$ cat config.mk
export PLATFORM = sky130hd
export DESIGN_NAME = rmr_ctrl
export DESIGN_NICKNAME = d
export VERILOG_FILES = /design/src/include/rmr_pkg.sv /design/src/rtl/rmr_ctrl.sv
export SDC_FILE = /design/constraint.sdc
export NUM_CORES = 1
export LEC_CHECK = 0
export ABC_AREA = 1
export BUFFER_PORTS_ARGS = -buffer_cell sky130_fd_sc_hd__buf_4
export CORE_MARGIN = 2
export CORE_UTILIZATION = 30
export DETAILED_ROUTE_END_ITERATION = 10
export SYNTH_ARGS = -nofsm -noshare
export SYNTH_HDL_FRONTEND = slang
export SYNTH_SLANG_ARGS = --single-unit
$ cat constraint.sdc
create_clock -name clk -period 13.93 [get_ports clk]
set_input_delay 1.393 -clock clk [delete_from_list [all_inputs] [get_ports clk]]
set_output_delay 1.393 -clock clk [all_outputs]
set_load 0.02 [all_outputs]
$ cat src/include/rmr_pkg.sv
// Constants, types and register map of the repeater mode and rx-detect control
package rmr_pkg;
  localparam int RMR_CLK_KHZ        = 125000;
  localparam int RMR_CLK_NS         = 8;
  localparam int RMR_PROBE_MS       = 12;
  localparam int RMR_PROBE_LIMIT_MS = 600;
  localparam int RMR_PD_RESET_NS    = 5000;
  localparam int RMR_PD_CYC         =
    (RMR_PD_RESET_NS + RMR_CLK_NS - 1) / RMR_CLK_NS;
  localparam int RMR_PROBE_MAX      = RMR_PROBE_LIMIT_MS / RMR_PROBE_MS;

  // Pin states in the same order as the termination register codes
  typedef enum logic [1:0] {LVL_0, LVL_R, LVL_F, LVL_1} rmr_lvl_t;
  typedef enum logic [1:0] {MODE_PIN, MODE_SLAVE, MODE_MASTER} rmr_mode_t;
  typedef enum logic [1:0] {RX_WAIT, RX_FOUND, RX_STOP} rmr_rx_t;

  typedef struct packed {
    logic       term_dis;
    logic [2:0] swing;
    logic [1:0] eq;
  } rmr_chan_t;

  localparam rmr_chan_t RMR_CHAN_RST = '{term_dis: 1'b0, swing: 3'h6,
                                         eq: 2'h2};
  localparam logic [2:0] RMR_SWING_DFLT = 3'h6;
  localparam logic [1:0] RMR_TERM_RST   = 2'h2;
  localparam logic [3:0] RMR_THR_RST    = 4'h0;

  // Register indices; byte address is four times the index
  localparam logic [5:0] RMR_IDX_PRES = 6'h02;
  localparam logic [5:0] RMR_IDX_EN   = 6'h06;
  localparam logic [5:0] RMR_IDX_TERM = 6'h08;
  localparam logic [5:0] RMR_IDX_THR  = 6'h09;
  localparam logic [5:0] RMR_IDX_STAT = 6'h0A;
  localparam logic [5:0] RMR_IDX_CH0  = 6'h10;

  localparam int RMR_PRES_OVR_BIT = 7;
  localparam int RMR_PRES_VAL_BIT = 6;
  localparam int RMR_EN_BIT       = 3;
  localparam int RMR_TERM_LSB     = 2;
  localparam int RMR_TERM_OVR_BIT = 0;
  localparam int RMR_THR_OVR_BIT  = 4;

  // Order of the four-level pins in the decoded vector
  localparam int PIN_MODE = 0;
  localparam int PIN_TERM = 1;
  localparam int PIN_SDTH = 2;
  localparam int PIN_EQA  = 3;
  localparam int PIN_EQB  = 4;
  localparam int PIN_SWA1 = 5;
  localparam int PIN_SWA0 = 6;
  localparam int PIN_SWB1 = 7;
  localparam int PIN_SWB0 = 8;
  localparam int RMR_NPIN = 9;
endpackage

$ cat src/rtl/rmr_ctrl.sv
// Mode select, pin/register arbitration and rx-detect control of the repeater
//
// The implementer's own choices: the register offsets and the Avalon-MM slave port.
`timescale 1ns/10ps
`default_nettype none
module rmr_ctrl
  import rmr_pkg::*;
#(
  parameter int CH        = 8,
  parameter int PROBE_CYC = RMR_PROBE_MS * RMR_CLK_KHZ,
  parameter int FILT_DIV  = 125,
  parameter int FILT_N    = 4
) (
  input  wire  logic              clk,
  input  wire  logic              reset,
  input  wire  logic [2:0]        mode_strap,
  input  wire  logic [2:0]        termination_select_pin,
  input  wire  logic [2:0]        sigdet_threshold_pin,
  input  wire  logic [5:0]        equalizer_level_pins,
  input  wire  logic [11:0]       output_swing_pins,
  input  wire  logic              power_down_pin,
  input  wire  logic              rx_found,
  input  wire  logic [CH-1:0]     sd_assert,
  input  wire  logic [CH-1:0]     sd_deassert,
  input  wire  logic [7:0]        address,
  input  wire  logic [3:0]        byteenable,
  input  wire  logic              read,
  input  wire  logic              write,
  input  wire  logic [31:0]       writedata,
  output logic [31:0]             readdata,
  output logic                    waitrequest,
  output rmr_mode_t               op_mode,
  output logic [3:0]              bus_address_straps,
  output logic [CH*2-1:0]         eq_setting,
  output logic [CH*3-1:0]         output_swing,
  output logic [CH-1:0]           input_term_50,
  output logic                    drivers_disable,
  output logic                    probe_pulse,
  output logic [1:0]              sd_assert_level,
  output logic [1:0]              sd_deassert_level
);
  localparam int AW  = 3 * RMR_NPIN + 2 + 2 * CH;
  localparam int PCW = $clog2(PROBE_CYC);
  localparam int PNW = $clog2(RMR_PROBE_MAX);
  localparam int PDW = $clog2(RMR_PD_CYC + 1);
  localparam int FDW = $clog2(FILT_DIV);
  localparam int FNW = $clog2(FILT_N);
  localparam int CHW = $clog2(CH);

  function automatic rmr_lvl_t lvl_dec(input logic [2:0] t);
    if (t[2]) return LVL_1;
    else if (t[1]) return LVL_F;
    else if (t[0]) return LVL_R;
    else return LVL_0;
  endfunction

  function automatic logic [1:0] thr_code(input logic [1:0] s);
    case (s)
      LVL_0:   return 2'h2;
      LVL_R:   return 2'h1;
      LVL_F:   return 2'h0;
      default: return 2'h3;
    endcase
  endfunction

  function automatic logic [2:0] swing_dec(input logic [1:0] hi,
                                           input logic [1:0] lo);
    case ({hi, lo})
      {LVL_0, LVL_0}: return 3'h1;
      {LVL_0, LVL_R}: return 3'h2;
      {LVL_0, LVL_1}: return 3'h3;
      {LVL_R, LVL_F}: return 3'h4;
      {LVL_F, LVL_R}: return 3'h5;
      {LVL_1, LVL_0}: return 3'h6;
      default:        return RMR_SWING_DFLT;
    endcase
  endfunction

  logic [AW-1:0] s1_reg, s2_reg, s3_reg, clean_reg, clean_next;
  wire  [AW-1:0] a_in = {sd_deassert, sd_assert, rx_found, power_down_pin,
                         output_swing_pins, equalizer_level_pins,
                         sigdet_threshold_pin, termination_select_pin,
                         mode_strap};
  // A bit counts only once the second and third stage agree
  assign clean_next = (s2_reg & ~(s2_reg ^ s3_reg))
                    | (clean_reg & (s2_reg ^ s3_reg));
  always_ff @(posedge clk or posedge reset) begin
    if (reset) begin
      s1_reg    <= '0;
      s2_reg    <= '0;
      s3_reg    <= '0;
      clean_reg <= '0;
    end else begin
      s1_reg    <= a_in;
      s2_reg    <= s1_reg;
      s3_reg    <= s2_reg;
      clean_reg <= clean_next;
    end
  end
  wire pd     = clean_reg[3*RMR_NPIN];
  wire rx_hit = clean_reg[3*RMR_NPIN+1];
  wire [2*CH-1:0] sd_stat = clean_reg[AW-1:3*RMR_NPIN+2];

  logic [RMR_NPIN-1:0][1:0] dec;
  always_comb begin
    for (int p = 0; p < RMR_NPIN; p++) dec[p] = lvl_dec(clean_reg[3*p +: 3]);
  end

  // Slow sample tick for the glitch filter
  logic [FDW-1:0] div_reg;
  wire tick = (div_reg == FDW'(FILT_DIV - 1));
  always_ff @(posedge clk or posedge reset) begin
    if (reset) div_reg <= '0;
    else div_reg <= tick ? '0 : div_reg + 1'b1;
  end

  // state must hold FILT_N ticks before it is taken
  logic [RMR_NPIN-1:0][1:0]     filt_reg, cand_reg;
  logic [RMR_NPIN-1:0][FNW-1:0] fcnt_reg;
  always_ff @(posedge clk or posedge reset) begin
    if (reset) begin
      filt_reg <= {RMR_NPIN{LVL_F}};
      cand_reg <= {RMR_NPIN{LVL_F}};
      fcnt_reg <= '0;
    end else if (tick) begin
      for (int p = 0; p < RMR_NPIN; p++) begin
        if (dec[p] != cand_reg[p]) begin
          cand_reg[p] <= dec[p];
          fcnt_reg[p] <= '0;
        end else if (fcnt_reg[p] == FNW'(FILT_N - 1)) begin
          filt_reg[p] <= cand_reg[p];
        end else begin
          fcnt_reg[p] <= fcnt_reg[p] + 1'b1;
        end
      end
    end
  end

  // mode from strap; unfiltered so the switch is immediate
  wire rmr_mode_t mode_now = (dec[PIN_MODE] == LVL_1) ? MODE_SLAVE :
                             (dec[PIN_MODE] == LVL_F) ? MODE_MASTER : MODE_PIN;
  // No EEPROM loader here, so master mode falls back to register control
  wire use_regs = (mode_now != MODE_PIN);

  // Avalon slave: one wait state, read data staged before it drops
  logic        ack_reg, en_reg, pres_ovr_reg, pres_val_reg, pres_d_reg;
  logic        term_ovr_reg, thr_ovr_reg;
  logic [1:0]  term_code_reg;
  logic [3:0]  thr_reg;
  rmr_chan_t   chan_reg [CH];
  logic [31:0] rd_reg;
  rmr_rx_t     rx_state_reg;
  wire  [5:0]  idx    = address[7:2];
  wire  [5:0]  ch_off = idx - RMR_IDX_CH0;
  wire         is_ch  = (idx >= RMR_IDX_CH0) && (ch_off < 6'(CH));
  wire [CHW-1:0] ch_sel = ch_off[CHW-1:0];
  wire wr_ok = write && !waitrequest && byteenable[0];
  wire set_ok = wr_ok && en_reg;
  assign waitrequest = (read || write) && !ack_reg;
  assign readdata    = rd_reg;

  wire [31:0] rd_mux =
    (idx == RMR_IDX_PRES) ? 32'({pres_ovr_reg, pres_val_reg, 6'h00}) :
    (idx == RMR_IDX_EN)   ? 32'({en_reg, 3'h0}) :
    (idx == RMR_IDX_TERM) ? 32'({term_code_reg, 1'b0, term_ovr_reg}) :
    (idx == RMR_IDX_THR)  ? 32'({thr_ovr_reg, thr_reg}) :
    (idx == RMR_IDX_STAT) ? 32'({mode_now, rx_state_reg, sd_stat}) :
    is_ch                 ? 32'(chan_reg[ch_sel]) : 32'h0000_0000;

  always_ff @(posedge clk or posedge reset) begin
    if (reset) begin
      ack_reg <= 1'b0;
      rd_reg  <= '0;
    end else begin
      ack_reg <= (read || write) && !ack_reg;
      if (read && !ack_reg) rd_reg <= rd_mux;
    end
  end

  // register writes never look at power-down
  always_ff @(posedge clk or posedge reset) begin
    if (reset) begin
      en_reg        <= 1'b0;
      pres_ovr_reg  <= 1'b0;
      pres_val_reg  <= 1'b0;
      term_ovr_reg  <= 1'b0;
      term_code_reg <= RMR_TERM_RST;
      thr_ovr_reg   <= 1'b0;
      thr_reg       <= RMR_THR_RST;
      for (int c = 0; c < CH; c++) chan_reg[c] <= RMR_CHAN_RST;
    end else begin
      if (wr_ok && idx == RMR_IDX_EN) en_reg <= writedata[RMR_EN_BIT];
      if (set_ok && idx == RMR_IDX_PRES) begin
        pres_ovr_reg <= writedata[RMR_PRES_OVR_BIT];
        pres_val_reg <= writedata[RMR_PRES_VAL_BIT];
      end
      if (set_ok && idx == RMR_IDX_TERM) begin
        term_ovr_reg  <= writedata[RMR_TERM_OVR_BIT];
        term_code_reg <= writedata[RMR_TERM_LSB +: 2];
      end
      if (set_ok && idx == RMR_IDX_THR) begin
        thr_ovr_reg <= writedata[RMR_THR_OVR_BIT];
        thr_reg     <= writedata[3:0];
      end
      if (set_ok && is_ch) chan_reg[ch_sel] <= rmr_chan_t'(writedata[5:0]);
    end
  end

  // toggle of presence value under override restarts detection in bus mode
  always_ff @(posedge clk or posedge reset) begin
    if (reset) pres_d_reg <= 1'b0;
    else pres_d_reg <= pres_val_reg;
  end
  wire restart_sw = use_regs && pres_ovr_reg && (pres_val_reg != pres_d_reg);

  // pin unless overridden in bus mode
  wire [1:0] term_code = (use_regs && term_ovr_reg) ? term_code_reg :
                                                       filt_reg[PIN_TERM];
  wire [3:0] thr_sel = (use_regs && thr_ovr_reg) ? thr_reg :
                       {2{thr_code(filt_reg[PIN_SDTH])}};
  wire auto_det = (term_code == LVL_R) || (term_code == LVL_F);

  // power-down held 5 us resets detection once
  logic [PDW-1:0] pd_cnt_reg;
  wire pd_hold = pd && (pd_cnt_reg == PDW'(RMR_PD_CYC - 1));
  always_ff @(posedge clk or posedge reset) begin
    if (reset) pd_cnt_reg <= '0;
    else if (!pd) pd_cnt_reg <= '0;
    else if (pd_cnt_reg != PDW'(RMR_PD_CYC)) pd_cnt_reg <= pd_cnt_reg + 1'b1;
  end

  logic [PCW-1:0] per_reg;
  logic [PNW-1:0] probes_reg;
  wire restart = pd_hold || restart_sw;
  wire probe_now = (rx_state_reg == RX_WAIT) && auto_det && !pd && !restart
                && (per_reg == PCW'(PROBE_CYC - 1));
  // probe period, limit only in state R
  always_ff @(posedge clk or posedge reset) begin
    if (reset) begin
      rx_state_reg <= RX_WAIT;
      per_reg      <= '0;
      probes_reg   <= '0;
    end else if (restart) begin
      rx_state_reg <= RX_WAIT;
      per_reg      <= '0;
      probes_reg   <= '0;
    end else if (pd || !auto_det) begin
      per_reg <= '0;
    end else begin
      case (rx_state_reg)
        RX_WAIT: begin
          if (!probe_now) begin
            per_reg <= per_reg + 1'b1;
          end else begin
            per_reg <= '0;
            if (rx_hit) rx_state_reg <= RX_FOUND;
            else if (term_code == LVL_R
                     && probes_reg == PNW'(RMR_PROBE_MAX - 1))
              rx_state_reg <= RX_STOP;
            else probes_reg <= probes_reg + 1'b1;
          end
        end
        RX_FOUND: rx_state_reg <= RX_FOUND;
        RX_STOP:  rx_state_reg <= RX_STOP;
        default:  rx_state_reg <= RX_WAIT;
      endcase
    end
  end

  wire term_on = !pd && ((term_code == LVL_1)
               || (auto_det && rx_state_reg == RX_FOUND));

  // Registered outputs
  always_ff @(posedge clk or posedge reset) begin
    if (reset) begin
      op_mode            <= MODE_PIN;
      bus_address_straps <= '0;
      eq_setting         <= '0;
      output_swing       <= '0;
      input_term_50      <= '0;
      drivers_disable    <= 1'b1;
      probe_pulse        <= 1'b0;
      sd_assert_level    <= '0;
      sd_deassert_level  <= '0;
    end else begin
      op_mode         <= mode_now;
      drivers_disable <= pd;
      probe_pulse     <= probe_now;
      sd_assert_level   <= thr_sel[3:2];
      sd_deassert_level <= thr_sel[1:0];
      bus_address_straps <= use_regs ?
        {filt_reg[PIN_SWB1] == LVL_1, filt_reg[PIN_SWA1] == LVL_1,
         filt_reg[PIN_EQB] == LVL_1, filt_reg[PIN_EQA] == LVL_1} : 4'h0;
      for (int c = 0; c < CH; c++) begin
        input_term_50[c] <= term_on && !(use_regs && chan_reg[c].term_dis);
        if (use_regs) begin
          eq_setting[2*c +: 2]   <= chan_reg[c].eq;
          output_swing[3*c +: 3] <= chan_reg[c].swing;
        end else if (c < CH / 2) begin
          eq_setting[2*c +: 2]   <= filt_reg[PIN_EQA];
          output_swing[3*c +: 3] <= swing_dec(filt_reg[PIN_SWA1],
                                              filt_reg[PIN_SWA0]);
        end else begin
          eq_setting[2*c +: 2]   <= filt_reg[PIN_EQB];
          output_swing[3*c +: 3] <= swing_dec(filt_reg[PIN_SWB1],
                                              filt_reg[PIN_SWB0]);
        end
      end
    end
  end
endmodule
`default_nettype wire

After elaboration in Yosys (flattened, before gate mapping)
Index checks and enable logic that the tools add are counted.
- bits in registers: 427
- bits in latches: 0
- RAM bits: 0
- ROM bits: 0
- output and inout bits: 93
- memories: 0
- add/subtract/negate cells: 13
- multiply operators: 0
- div/mod/pow operators: 0
- $lt $le $gt $ge: 4
- equal/unequal tests: 62
- shift-type cells: 0
- mux-type cells: 98
- bitwise operators: 14
- reductions and logical operators: 92
- operator list (operator ; number):
    2-to-1 mux 2 bit ; 50
    2-to-1 mux 20 bit ; 5
    bitwise AND 45 bit ; 2
    2-to-1 mux 21 bit ; 4
    2-to-1 mux 6 bit ; 10
    bitwise mux 48 bit ; 1
    inverter 45 bit ; 1
    bitwise OR 45 bit ; 1
    bitwise XOR 45 bit ; 1
    logical AND 1 bit ; 40
    == test 2 bit (second input constant) ; 18
    AND reduction 2 bit ; 16
    case mux 3 bit (5 select lines) ; 2
    AND reduction 3 bit ; 9
    2-to-1 mux 3 bit ; 8
    adder 21 x 1 -> 21 bit (second input constant) ; 1
    == test 21 bit (second input constant) ; 1
    2-to-1 mux 10 bit ; 2
    inequality test 2 bit (second input constant) ; 10
    binary-select mux 6 bit (select 3 bit) ; 1
    demux 6 bit (select 3 bit) ; 1
    == test 6 x 4 -> 1 bit (second input constant) ; 3
    adder 2 x 1 -> 2 bit (second input constant) ; 8
    inequality test 2 bit ; 8
    other kinds (36) ; 80

Longest topological paths before layout
- depth in word-level cells: 19
- depth in mapped cells: 16
- mapped depth without buffers: 16

Worst setup path before layout
Ideal clock, no wire load.
- path type: input to output
- start: in write
- end: out waitrequest
- data arrival time: 1723 ps
- path slack: 10813 ps
- stages on the path: 2
- cell sequence: nor2_1 nor2_1
- cells in the longest elaborated chain, start to end: 2
- ends and longest elaborated chain (item ; line ; source):
    from (decl) ; rmr_ctrl.sv:28 ; input wire logic write,
    logical OR 1 bit ; rmr_ctrl.sv:159 ; assign waitrequest = (read || write) && !ack_reg;
    logical AND 1 bit ; rmr_ctrl.sv:159 ;
    to (decl) ; rmr_ctrl.sv:31 ; output logic waitrequest,
No other way between the ends.

==> out/results.txt <==
Status: completed
Worst-case clock buffer depth: 3
Sw Share: 21.8%
Initial Utilization: 30.4%
Crit-path most repeated cell: buf_4
Synth Area in Compound Gates: 7.46%
Area of the multi-input gates: 4890 sq um
Setup_tns: 0 ns
GR Util All Layers: 13.2%
Fillers: 5251
F_max: 0.305 GHz
Psw: 572 uW
Asr flop ratio synth: 100%
Adder-cell share of the synthesized area: 4.36%
CP Class: in2async
Core ar.: 52800 sq um
TritonCTS clock tree: yes
H-Tree Depth: 2
Dpl ws: 9.90 ns
Main combinational cell family by area after synthesis: simple AND/OR/NAND/NOR gates
Hpwl dp: 25.6 mm
Final WL: 36.4 mm
Simple-Gate Fraction of Synth Area: 17.0%
Via count: 10800
Netlist cell types: 48
Max-Cap Viols: 0
Critical Path RT: 14.48 ns
Clk_skew: 0.0196 ns
Number of synthesized flops with an enable pin: 0
Worst setup SP type: input port
PortBufs: 144
Initial antenna violation count: 4
First-pass detailed-route iteration total: 5
CTS buffer count: 41
Post-CTS sizing: 0
Die X: 235 microns
Drt initial violations: 639
Final period utilization: 23.5%
P_int: 2.05 mW
Register cell area after layout: 10400 sq um
VDD IR max: 88.2 uV
Slew Limit Headroom: 27.1%
Worst-Skew Late Latency: 0.55 ns
Layout cell share with drive strength beyond 1: 18.8%
GR Layer Usage met3: 2.50%
Total gr overflow: 0
Height of the die: 235 microns
Register bit count reported by yosys: 415
Worst Tran Pin Value: 1.09 ns
CP endpoint kind: asynchronous set/reset pin
Sequential element share of the synthesized area: 65.0%
GR met2 Demand/Resource: 20.8%
CP Cell Sequence: buf_4 -> inv_8 -> buf_4 -> buf_4
CP Max Fanout: 98
Util after Layout: 36.7%
Mapped Avg Cell Area: 10.6 sq um
Die Area: 55400 sq um
Crit-path max cell delay: 0.94 ns
Commonest cells after routing, fill and taps aside: nand2_1 (382), dfrtp_1 (373), buf_4 (151), o21ai_0 (127), inv_1 (120)
Gp weighted congestion: 0.842
Post-CTS Hold Buffers: 0
RSZ-0062 raised after global routing: false
HP Class: reg2reg
Yosys warns: 0
# setup viols final: 0
Largest net degree at the start of global routing: 99
FF-to-FF setup slack: 10.85 ns
Drt drc: 0
IO Pins: 186
Post-Syn Area: 16100 sq um
Final net count: 1788
CTS Root Cell: clkbuf_16
Post-synthesis mux area share: 0.140%
Post-Synthesis Cells: 1515
CTS Sinks: 415
Setup Buffers After CTS: 0
Tmin final: 3.28 ns
Clk pwr share: 46.6%
Hold WS: 0.339 ns
Pwr dens: 136 nW/um^2
Xor and xnor fraction of the mapped netlist area: 1.25%
Commonest non-fill, non-tap cell in the layout: nand2_1
Fin. max-slew vios: 0
Combinational Power Share: 5.0%
Number of global-route vias before repair: 10900
First-pass GRT wire length: 58.9 mm
Worst-path clk slew: 0.06 ns
Worst Path Arrival: 3.83 ns
FP Rows: 84
Avg WL per Cell: 15.2 microns
Main flop type after synthesis: dfrtp_1
Slowest CP cell: buf_4
Syn-to-layout area delta: 20.4%
Antenna-violating nets left: 0
Met1 Usage GRT: 18.2%
LEAKAGE: 9.05 nW
GRT busiest layer: met2
Final WS setup: 10.65 ns
Hold Violations, Final: 0
Vias per inst: 4.49
Sequential power share: 48.4%
-- path summary, 6_finish.rpt --
| kind | start | to | cells past startpoint |
|---|---|---|---|
| max in group clk | write | waitrequest | 4 |
| min in group asynchronous | reset | s3_reg[29] | 2 |
| min reg2reg | s1_reg[16] | s2_reg[16] | 0 |
| min | s1_reg[16] | s2_reg[16] | 0 |
| max | reset | per_reg[0] | 4 |
| max reg2reg | flip-flop | per_reg[8] | 14 |
-- critical path, delay by kind of cell --
family                 cells  cell delay [ns]
buffers and inverters      4             2.34
-- per-stage QoR --
stage / cell area [sq um] / power, mW / cells
4_1_cts: 19300 / 2.66 / 2396
5_1_grt: 19300 / 2.73 / 2396
6_report: 19300 / 2.62 / 2397
2_1_floorplan: 16100 / 1.37 / 1526
3_3_place_gp: 17800 / 1.42 / 2320
3_5_place_dp: 17800 / 1.43 / 2320
-- power by group through the flow --
stage	clock, mW	combinational [mW]	sequential (mW)
final	1.22	0.130	1.27
after global routing	1.31	0.147	1.28
after CTS	1.26	0.134	1.27
after detailed placement	0	0.134	1.29
after global placement	0	0.130	1.29
after floorplan	0	0.0792	1.29
-- cells by family after synthesis --
group,count (synthesis)
buffers and inverters,173
other,1
multiplexers,2
adder cells (fa/ha/maj),65
flip-flops,415
XOR/XNOR,23
AND/OR/NAND/NOR,611
AO/OA/AOI/OAI,225
-- synth_stat cells, types with 2 or more instances --
| library cell | instances | share of area (%) |
|---|---|---|
| buf_6 | 4 | 0.28 |
| nor3_1 | 14 | 0.44 |
| nand2_4 | 3 | 0.21 |
| buf_4 | 16 | 0.75 |
| nand3_2 | 6 | 0.37 |
| buf_1 | 3 | 0.070 |
| nand2_1 | 382 | 8.9 |
| dfstp_2 | 42 | 6.9 |
| nor2_4 | 6 | 0.42 |
| nand4_1 | 16 | 0.62 |
| o21ai_2 | 4 | 0.22 |
| nor2_1 | 88 | 2.1 |
| xor2_1 | 23 | 1.3 |
| maj3_1 | 45 | 2.8 |
| nand2_2 | 7 | 0.27 |
| nor4_1 | 3 | 0.12 |
| or2_2 | 10 | 0.39 |
| mux2_2 | 2 | 0.14 |
| nand3_1 | 57 | 1.8 |
| ha_1 | 20 | 1.6 |
| a21oi_1 | 40 | 1.2 |
| o21ai_1 | 20 | 0.62 |
| nor2_2 | 4 | 0.16 |
| nor2_8 | 3 | 0.37 |
| or2_1 | 2 | 0.078 |
| clkbuf_1 | 9 | 0.21 |
| and3_1 | 2 | 0.078 |
| o21bai_1 | 8 | 0.37 |
| a31oi_1 | 5 | 0.19 |
| inv_2 | 4 | 0.093 |
| o21ai_0 | 127 | 4.0 |
| nor3_2 | 3 | 0.19 |
| o22ai_1 | 18 | 0.70 |
| dfrtp_1 | 373 | 58 |
| buf_2 | 13 | 0.41 |
| inv_1 | 121 | 2.8 |
-- routing by layer --
metal / vias up / routed length [microns]
met1: 5237 / 17000
met3: 67 / 1840
li1: 5213 / -
met5: - / 40
met4: 6 / 1150
met2: 233 / 16400
-- cell type report --
cell class | instances | area share [%]
clock buffers | 60 | 6.31
multi-input cells | 938 | 25.3
well taps | 688 | 4.45
inverters | 128 | 2.61
repair buffers | 151 | 5.86
clock inverters | 16 | 1.50
flip-flops and latches | 415 | 54.0
diodes | 1 | 0.0129
No activity file was read; power rests on OpenSTA's default activity.
